### src/shared/fllc_pkg.sv
// constants shared by the frequency-locked loop control block
// assumes a 32-bit APB master on pclk
package fllc_pkg;
  // ****************************************
  // register map
  // ****************************************
  localparam logic [7:0]  ADDR_CTRL1  = 8'h80;
  localparam logic [7:0]  ADDR_CTRL2  = 8'h84;
  localparam logic [7:0]  ADDR_MULT_N = 8'h88;
  localparam logic [7:0]  ADDR_MULT_K = 8'h8C;
  localparam logic [7:0]  ADDR_STATUS = 8'h90;
  // ****************************************
  // field positions
  // ****************************************
  localparam int ENA_BIT    = 0;
  localparam int FRAC_BIT   = 2;
  localparam int HOLD_BIT   = 3;
  localparam int GAIN_LSB   = 4;
  localparam int FRATIO_LSB = 0;
  localparam int OUTDIV_LSB = 3;
  localparam int RATE_LSB   = 6;
  localparam int PREDIV_LSB = 9;
  localparam int SRC_LSB    = 11;
  // ****************************************
  // reset values and codes
  // ****************************************
  localparam logic [15:0] CTRL1_RST  = 16'h0000;
  localparam logic [15:0] CTRL2_RST  = 16'h0000;
  localparam logic [9:0]  MULT_N_RST = 10'h000;
  localparam logic [15:0] MULT_K_RST = 16'h0000;
  localparam logic [1:0]  SRC_MASTER = 2'h0;
  localparam logic [1:0]  SRC_BIT    = 2'h1;
  localparam logic [1:0]  SRC_FRAME  = 2'h2;
  localparam logic [2:0]  FRATIO_MAX = 3'h4;
  localparam logic [3:0]  GAIN_MAX   = 4'h8;
  localparam int          ERR_SHIFT  = 20;
  localparam int          REF_LOSS_CYCLES = 2048;
  typedef enum logic [1:0] {
    LOOP_OFF  = 2'b00,
    LOOP_ACQ  = 2'b01,
    LOOP_RUN  = 2'b11,
    LOOP_HOLD = 2'b10
  } fllc_state_t;
endpackage

### src/fllc_core.sv
// digital frequency-locked loop control with APB register access
// assumes reference pins are asynchronous to pclk and slower than pclk / 4
//
// Contract
// [RL1] source select picks master, bit or frame clock input as reference
// [RL2] chosen reference is divided by 1, 2, 4 or 8 before the loop
// [RL3] software keeps the divided reference at or below 13.5 MHz
// [RL4] software clears enable before changing settings, sets it last
// [RL5] clearing enable resets the loop; do so when reference changes
// [RL6] multiplier is integer part plus fraction whose top bit weighs half
// [RL7] fraction applies only in fractional mode; integer mode uses integer part
// [RL8] oscillator runs at multiplier times ratio times reference; output divided
// [RL9] software keeps oscillator frequency within 90 to 100 MHz
// [RL10] software picks output divider code from the wanted output frequency
// [RL11] software picks reference ratio code from the effective reference
// [RL12] fraction field equals fraction times 65536, rounded
// [RL13] software prefers fractional mode with a non-integer multiplier
// [RL14] integer mode only when fraction is zero, by clearing fractional bit
// [RL15] error gain is two to the power of field bits 7:4, up to 256
// [RL16] software leaves the control rate field at its default
// [RL17] device keeps a free-running output clock without a reference
// [RL18] with hold select set, reference loss enters free-running mode
// [RL19] fractional mode is bit 2, loop enable bit 0
// [RL20] reference divide field bits 10:9 code divide by 1, 2, 4, 8
//
// Register access over APB was left to the implementer.
module fllc_core #(
  parameter int          REF_LOSS = fllc_pkg::REF_LOSS_CYCLES,
  parameter logic [31:0] INC_INIT = 32'hF000_0000
) (
  input  wire logic        pclk,
  input  wire logic        presetn,
  input  wire logic        ce,
  input  wire logic        psel,
  input  wire logic        penable,
  input  wire logic        pwrite,
  input  wire logic [7:0]  paddr,
  input  wire logic [31:0] pwdata,
  output logic      [31:0] prdata,
  output logic             pready,
  output logic             pslverr,
  input  wire logic        master_clock_input,
  input  wire logic        bit_clock_input,
  input  wire logic        frame_clock_input,
  output logic             system_clock,
  output logic             loop_running,
  output logic             loop_free_running
);
  import fllc_pkg::*;

  // ****************************************
  // register file
  // ****************************************
  logic [15:0] ctrl1_r, ctrl2_r, mult_k_r;
  logic [9:0]  mult_n_r;
  logic [31:0] prdata_r;
  logic        pready_r, pslverr_r;
  fllc_state_t state_r, state_nxt;

  wire       setup_ph  = psel && !penable && !pready_r;
  wire       wr_done   = psel && penable && pready_r && pwrite;
  wire       hit_c1    = (paddr == ADDR_CTRL1);
  wire       hit_c2    = (paddr == ADDR_CTRL2);
  wire       hit_n     = (paddr == ADDR_MULT_N);
  wire       hit_k     = (paddr == ADDR_MULT_K);
  wire       hit_st    = (paddr == ADDR_STATUS);
  wire       mapped    = hit_c1 || hit_c2 || hit_n || hit_k || hit_st;
  wire [31:0] rd_mux   = hit_c1 ? {16'h0000, ctrl1_r} :
                         hit_c2 ? {16'h0000, ctrl2_r} :
                         hit_n  ? {22'h0, mult_n_r} :
                         hit_k  ? {16'h0000, mult_k_r} :
                         hit_st ? {30'h0, state_r} : 32'h0000_0000;

  // [RL19] enable and fractional bits
  wire       loop_enable            = ctrl1_r[ENA_BIT];
  wire       fractional_mode_select = ctrl1_r[FRAC_BIT];
  wire       hold_select            = ctrl1_r[HOLD_BIT];
  wire [3:0] loop_error_gain        = ctrl1_r[GAIN_LSB +: 4];
  wire [2:0] reference_ratio_divisor = ctrl2_r[FRATIO_LSB +: 3];
  wire [2:0] output_divider         = ctrl2_r[OUTDIV_LSB +: 3];
  wire [2:0] loop_control_rate      = ctrl2_r[RATE_LSB +: 3];
  // [RL20] predivide field
  wire [1:0] reference_predivide    = ctrl2_r[PREDIV_LSB +: 2];
  wire [1:0] reference_source_select = ctrl2_r[SRC_LSB +: 2];

  always_ff @(posedge pclk or negedge presetn) begin
    if (!presetn) begin
      ctrl1_r   <= CTRL1_RST;
      ctrl2_r   <= CTRL2_RST;
      mult_n_r  <= MULT_N_RST;
      mult_k_r  <= MULT_K_RST;
      prdata_r  <= 32'h0000_0000;
      pready_r  <= 1'b0;
      pslverr_r <= 1'b0;
    end else if (ce) begin
      pready_r  <= setup_ph;
      pslverr_r <= setup_ph && !mapped;
      if (setup_ph) prdata_r <= rd_mux;
      // bits 15:8 and 1 stay zero
      if (wr_done && hit_c1) ctrl1_r <= {8'h00, pwdata[7:2], 1'b0, pwdata[0]};
      if (wr_done && hit_c2) ctrl2_r <= {3'h0, pwdata[12:0]};
      if (wr_done && hit_n) mult_n_r <= pwdata[9:0];
      if (wr_done && hit_k) mult_k_r <= pwdata[15:0];
    end
  end
  assign prdata  = prdata_r;
  assign pready  = pready_r;
  assign pslverr = pslverr_r;

  // ****************************************
  // reference selection and predivide
  // ****************************************
  logic [2:0] ref_s1_r, ref_s2_r;
  logic       ref_d_r;
  logic [2:0] pre_cnt_r;
  always_ff @(posedge pclk or negedge presetn) begin
    if (!presetn) begin
      ref_s1_r <= 3'h0;
      ref_s2_r <= 3'h0;
    end else if (ce) begin
      ref_s1_r <= {frame_clock_input, bit_clock_input, master_clock_input};
      ref_s2_r <= ref_s1_r;
    end
  end
  // [RL1] three-way reference mux
  wire       ref_sel   = (reference_source_select == SRC_MASTER) ? ref_s2_r[0] :
                         (reference_source_select == SRC_BIT)    ? ref_s2_r[1] :
                         (reference_source_select == SRC_FRAME)  ? ref_s2_r[2] : 1'b0;
  wire       ref_rise  = ref_sel && !ref_d_r;
  wire [2:0] pre_last  = 3'((1 << reference_predivide) - 1);
  // [RL2] effective reference pulse every 1, 2, 4 or 8 edges
  wire       ref_tick  = ref_rise && (pre_cnt_r == pre_last);
  always_ff @(posedge pclk or negedge presetn) begin
    if (!presetn) begin
      ref_d_r   <= 1'b0;
      pre_cnt_r <= 3'h0;
    end else if (ce) begin
      ref_d_r <= ref_sel;
      if (!loop_enable) pre_cnt_r <= 3'h0;
      else if (ref_rise) pre_cnt_r <= ref_tick ? 3'h0 : pre_cnt_r + 3'h1;
    end
  end

  // ****************************************
  // loop state and oscillator
  // ****************************************
  logic [31:0] inc_r, acc_r;
  logic [15:0] vco_cnt_r;
  logic [15:0] loss_cnt_r;
  logic [2:0]  rate_cnt_r;
  logic [7:0]  out_cnt_r;
  logic        sysclk_r;
  wire         ref_lost  = (loss_cnt_r >= 16'(REF_LOSS));
  wire         vco_on    = (state_r == LOOP_RUN) || (state_r == LOOP_HOLD);
  wire [32:0]  acc_sum   = {1'b0, acc_r} + {1'b0, inc_r};
  wire         vco_tick  = vco_on && acc_sum[32];

  always_comb begin
    state_nxt = state_r;
    case (state_r)
      LOOP_OFF:  if (loop_enable) state_nxt = LOOP_ACQ;
      LOOP_ACQ:  if (ref_tick) state_nxt = LOOP_RUN;
      // [RL18] hold keeps the oscillator alive on loss
      LOOP_RUN:  if (ref_lost) state_nxt = hold_select ? LOOP_HOLD : LOOP_ACQ;
      LOOP_HOLD: if (ref_tick) state_nxt = LOOP_RUN;
      default:   state_nxt = LOOP_OFF;
    endcase
    // [RL5] clearing enable resets the loop
    if (!loop_enable) state_nxt = LOOP_OFF;
  end

  // [RL6] integer lsb weighs one, fraction msb weighs half
  // [RL7] fraction masked in integer mode
  // [RL14] integer mode ignores fraction
  wire [25:0] nk        = {mult_n_r, fractional_mode_select ? mult_k_r : 16'h0000};
  wire [2:0]  fr_shift  = (reference_ratio_divisor > FRATIO_MAX) ? FRATIO_MAX
                                                                 : reference_ratio_divisor;
  // [RL8] target oscillator ticks per reference period
  wire [31:0] target    = {6'h00, nk} << fr_shift;
  wire [31:0] measured  = {vco_cnt_r, 16'h0000};
  wire signed [31:0] err      = $signed(target - measured);
  wire [3:0]  gain_sh   = (loop_error_gain > GAIN_MAX) ? GAIN_MAX : loop_error_gain;
  // [RL15] error scaled by two to the gain code
  wire signed [31:0] step     = (err >>> ERR_SHIFT) <<< gain_sh;
  wire        do_update = ref_tick && (state_r == LOOP_RUN) && (rate_cnt_r == loop_control_rate);
  wire [7:0]  out_last  = 8'((1 << output_divider) - 1);

  always_ff @(posedge pclk or negedge presetn) begin
    if (!presetn) begin
      state_r    <= LOOP_OFF;
      inc_r      <= INC_INIT;
      acc_r      <= 32'h0000_0000;
      vco_cnt_r  <= 16'h0000;
      loss_cnt_r <= 16'h0000;
      rate_cnt_r <= 3'h0;
      out_cnt_r  <= 8'h00;
      sysclk_r   <= 1'b0;
    end else if (ce) begin
      state_r <= state_nxt;
      if (!loop_enable) begin
        inc_r      <= INC_INIT;
        acc_r      <= 32'h0000_0000;
        vco_cnt_r  <= 16'h0000;
        loss_cnt_r <= 16'h0000;
        rate_cnt_r <= 3'h0;
        out_cnt_r  <= 8'h00;
        sysclk_r   <= 1'b0;
      end else begin
        if (vco_on) acc_r <= acc_sum[31:0];
        loss_cnt_r <= ref_tick ? 16'h0000 : (ref_lost ? loss_cnt_r : loss_cnt_r + 16'h0001);
        if (ref_tick) begin
          vco_cnt_r  <= 16'(vco_tick);
          rate_cnt_r <= (rate_cnt_r == loop_control_rate) ? 3'h0 : rate_cnt_r + 3'h1;
        end else if (vco_tick && vco_cnt_r != 16'hFFFF) begin
          vco_cnt_r <= vco_cnt_r + 16'h0001;
        end
        if (do_update) inc_r <= inc_r + 32'(step);
        // [RL17] output keeps toggling while free-running
        if (vco_tick) begin
          out_cnt_r <= (out_cnt_r == out_last) ? 8'h00 : out_cnt_r + 8'h01;
          if (out_cnt_r == out_last) sysclk_r <= !sysclk_r;
        end
        if (!vco_on) sysclk_r <= 1'b0;
      end
    end
  end

  logic run_r, free_r;
  always_ff @(posedge pclk or negedge presetn) begin
    if (!presetn) begin
      run_r  <= 1'b0;
      free_r <= 1'b0;
    end else if (ce) begin
      run_r  <= (state_nxt == LOOP_RUN);
      free_r <= (state_nxt == LOOP_HOLD);
    end
  end
  assign system_clock      = sysclk_r;
  assign loop_running      = run_r;
  assign loop_free_running = free_r;
endmodule

### config.mk
export PLATFORM = sky130hd
export DESIGN_NAME = fllc_core
export DESIGN_NICKNAME = d
export VERILOG_FILES = /design/src/shared/fllc_pkg.sv /design/src/fllc_core.sv
export SDC_FILE = /design/constraint.sdc
export NUM_CORES = 1
export LEC_CHECK = 0
export BUFFER_PORTS_ARGS = -buffer_cell sky130_fd_sc_hd__buf_2
export CAP_MARGIN = 0
export CORE_MARGIN = 4
export CORE_UTILIZATION = 56
export CTS_CLUSTER_SIZE = 12
export DETAILED_ROUTE_END_ITERATION = 8
export PLACE_DENSITY = 0.85
export SYNTH_ARGS = -nofsm -noshare
export SYNTH_HDL_FRONTEND = slang
export SYNTH_SLANG_ARGS = --single-unit
### constraint.sdc
create_clock -name pclk -period 5.8 [get_ports pclk]
set_input_delay 0.58 -clock pclk [delete_from_list [all_inputs] [get_ports pclk]]
set_output_delay 0.58 -clock pclk [all_outputs]
set_load 0.005 [all_outputs]
==> results.json <==
{
  "status": "finished with violations",
  "violations": "setup timing",
  "drc": 0,
  "fin_crit_sh": 1.08,
  "r2r_slack_ns": -0.46,
  "synth_ff_type": "dfrtp_1",
  "initial_core_util": 0.575,
  "grtUsageTotal": 0.255,
  "hpwl_um": 23600,
  "ys_seq_area_frac": 0.355,
  "r2r_start": "ctrl2_r[2]$_DFFE_PN0P_",
  "yosysTopAreaCell": "dfrtp_1",
  "yosys_warnings": 0,
  "hold_viol_final": 0,
  "r2r_end": "inc_r[31]$_DFFE_PN1P_",
  "diodes": 0,
  "setup-violations-final": 13,
  "worstSetupEndpoint": "inc_r[31]$_DFFE_PN1P_",
  "multi_input_area_um2": 8450,
  "wl_per_cell_um": 18.6,
  "seqCellArea_um2": 4660,
  "antenna_found_initial": 0,
  "tns_ns": -2.38,
  "netlist_instances": 1476,
  "crit_path_top_delay_cell": "dfrtp_1",
  "p_total_uw": 2730,
  "yosysUniqueCellTypes": 78,
  "yosysTopAreaCellShare": 0.347,
  "grt_max_degree": 82,
  "maxSlewHeadroom": 0.294,
  "finalCriticalPeriod_ns": 6.26,
  "r2r_cells": 32,
  "hold_path.class": "input port to async pin",
  "cp-start-kind": "flip-flop",
  "fin_ws_ns": -0.460,
  "hold_ws_ns": 0.177,
  "yosys-top-cells-count": "203 x nand2_1, 182 x dfrtp_1, 133 x o21ai_0",
  "core_area_um2": 22800,
  "max_freq_mhz": 160,
  "cts_buffer_depth": 2,
  "rows": 55,
  "htreeDepth": 4,
  "viasPerCell": 6.29,
  "synthToLayoutAreaGrowth_pct": 18.2,
  "synth_edf_count": 0,
  "grt_pass1_wl_um": 56000,
  "vdd_drop_max_mv": 0.141,
  "rsz0062_at_grt": "true",
  "power_density_nw_per_um2": 176,
  "clkSlewWorstSetupHoldPaths_ns": 0.08,
  "cts.sinks": 186,
  "cts_made_buffers": 17,
  "postRouteAntennaNets": 0,
  "clock_skew_ns": 0.0159,
  "arrival_ns": 6.63,
  "fill_cells": 1626,
  "place_congestion": 0.889,
  "grt_pass1_vias": 11800,
  "tightest_slew_ns": 1.06,
  "cts_tree": "yes",
  "drt_iter0_drc": 1262,
  "layout-drive-gt1-share": 0.231,
  "clock_latency_ns": 0.46,
  "hold_buffers": 0,
  "syn_area_um2": 13100,
  "synth.most_common_cell": "nand2_1",
  "routed-via-count": 12200,
  "async_flop_share": 1.00,
  "avgSynthCellArea_um2": 8.89,
  "cp.required_ns": 6.17,
  "p_leak_uw": 0.00741,
  "dp_slack_ns": -0.242,
  "setup.worst_path.end_class": "flip-flop",
  "firstDrtPassIters": 7,
  "gr-total-overflow": 0,
  "netlist_top_cells_area": "dfrtp_1 35%, ha_1 8.6%, nand2_1 5.8%",
  "maxCapViolations": 0,
  "synth-seq-cells": 186,
  "io_pins": 86,
  "drv_slew": 0,
  "critical_path.max_stage_delay_ns": 0.43,
  "routed_wl_um": 36100,
  "crit_fanout": 5,
  "port_buffers": 53,
  "die-area_um2": 26000,
  "die_h_um": 161,
  "critPathKind": "flip-flop to flip-flop",
  "cp-startpoint": "ctrl2_r[2]$_DFFE_PN0P_",
  "root_buffer": "clkbuf_16",
  "die_x_um": 161,
  "layout.nets": 1753
}
[placed cells by master, fill, tap and decap left out, drive strengths merged, types with 10 or more instances in the layout]
cell type and n:
nand3 47, ha 90, mux2 64, inv 59
nand2b 11, o211ai 13, a211oi 11, nor3 25
o21a 10, nand4 16, xor2 44, buf 173
xnor2 52, nand2 203, nor2 96, dfrtp 182
a31oi 23, a21o 43, o21ai 137, mux2i 21
clkbuf 18, and3 19, a22o 10, conb 17
o31ai 24, a21oi 77
[per-stage QoR]
| stage | std cells | utilization | cell area (µm²) |
|---|---|---|---|
| 2_1_floorplan | 1492 | - | 13200 |
| 3_3_place_gp | 1879 | 0.623 | 14200 |
| 3_5_place_dp | 1879 | 0.623 | 14200 |
| 4_1_cts | 1919 | 0.658 | 15000 |
| 5_1_grt | 1938 | 0.679 | 15500 |
| 6_report | 1938 | 0.679 | 15500 |
[area by class of cell]
class	count	share of cell area
flip-flops and latches	186	0.300
well taps	313	0.0252
clock buffers	17	0.0274
inverters	54	0.0131
multi-input cells	1179	0.545
repair buffers	174	0.0774
clock inverters	15	0.0115
[how the worst min path moves through the flow]
stage / to / cells past startpoint / slack, ns / start
2_1_floorplan: acc_r[0]$_DFFE_PN0P_ / 0 / 0.28 / presetn
3_3_place_gp: prdata[6]$_DFFE_PN0P_ / 2 / 0.46 / prdata[6]$_DFFE_PN0P_
3_5_place_dp: prdata[9]$_DFFE_PN0P_ / 2 / 0.47 / prdata[9]$_DFFE_PN0P_
4_1_cts: acc_r[23]$_DFFE_PN0P_ / 1 / 0.21 / presetn
5_1_grt: acc_r[23]$_DFFE_PN0P_ / 1 / 0.24 / presetn
6_report: acc_r[23]$_DFFE_PN0P_ / 1 / 0.18 / presetn
[metal layers]
metal | share of wire | GRT usage | vias up
met5 | 0 | 0 | -
met1 | 0.40 | 0.322 | 5878
met4 | 0.045 | 0.107 | 0
met3 | 0.064 | 0.0385 | 158
met2 | 0.49 | 0.440 | 577
li1 | - | - | 5569
[worst max-delay path, delay by kind of cell, from the launching register on]
| family | cells | cell delay, ns |
|---|---|---|
| AND/OR/NAND/NOR | 9 | 0.88 |
| buffers and inverters | 4 | 0.63 |
| multiplexers | 1 | 0.13 |
| XOR/XNOR | 1 | 0.16 |
| AO/OA/AOI/OAI | 15 | 3.26 |
| flip-flops | 1 | 0.43 |
| adder cells (fa/ha/maj) | 2 | 0.66 |
[power by group]
part	internal [µW]	leakage (µW)	switching, µW
Sequential	1300	0.00256	5.44
Clock	583	0.000291	620
Combinational	80.5	0.00456	135
Total	1970	0.00741	761
[state kept, by name (all words and copies together) (netlist names)]
signal             count
ctrl2_r               13
mult_n_r              10
state_r                2
vco_cnt_r             16
system_clock           1
acc_r                 32
ref_d_r                1
mult_k_r              16
pre_cnt_r              3
prdata                16
loop_running           1
ref_s2_r               3
pready                 1
loss_cnt_r            16
inc_r                 32
out_cnt_r              8
pslverr                1
loop_free_running      1
rate_cnt_r             3
ctrl1_r                7
ref_s1_r               3
[logic make-up (layout without fill, tap and decap cells)]
family / after synthesis / after routing / share of synthesized area
compound gates: 414 / 414 / 0.201
flops: 186 / 186 / 0.355
buf+inv: 127 / 260 / 0.0425
other cells: 1 / 17 / 0.000286
simple gates: 468 / 468 / 0.163
xor+xnor: 96 / 96 / 0.0661
mux: 92 / 92 / 0.0829
fa+ha+maj: 92 / 92 / 0.0888
[what timing repair did]
item | CTS | global route
cloned | 0 | 0
endpoints found under the setup margin | 6 | 16
buffers inserted | 8 | 20
gates resized for setup | 32 | 84
pin swaps | 20 | 70
Note: power is estimated with default switching activity, not from simulation.
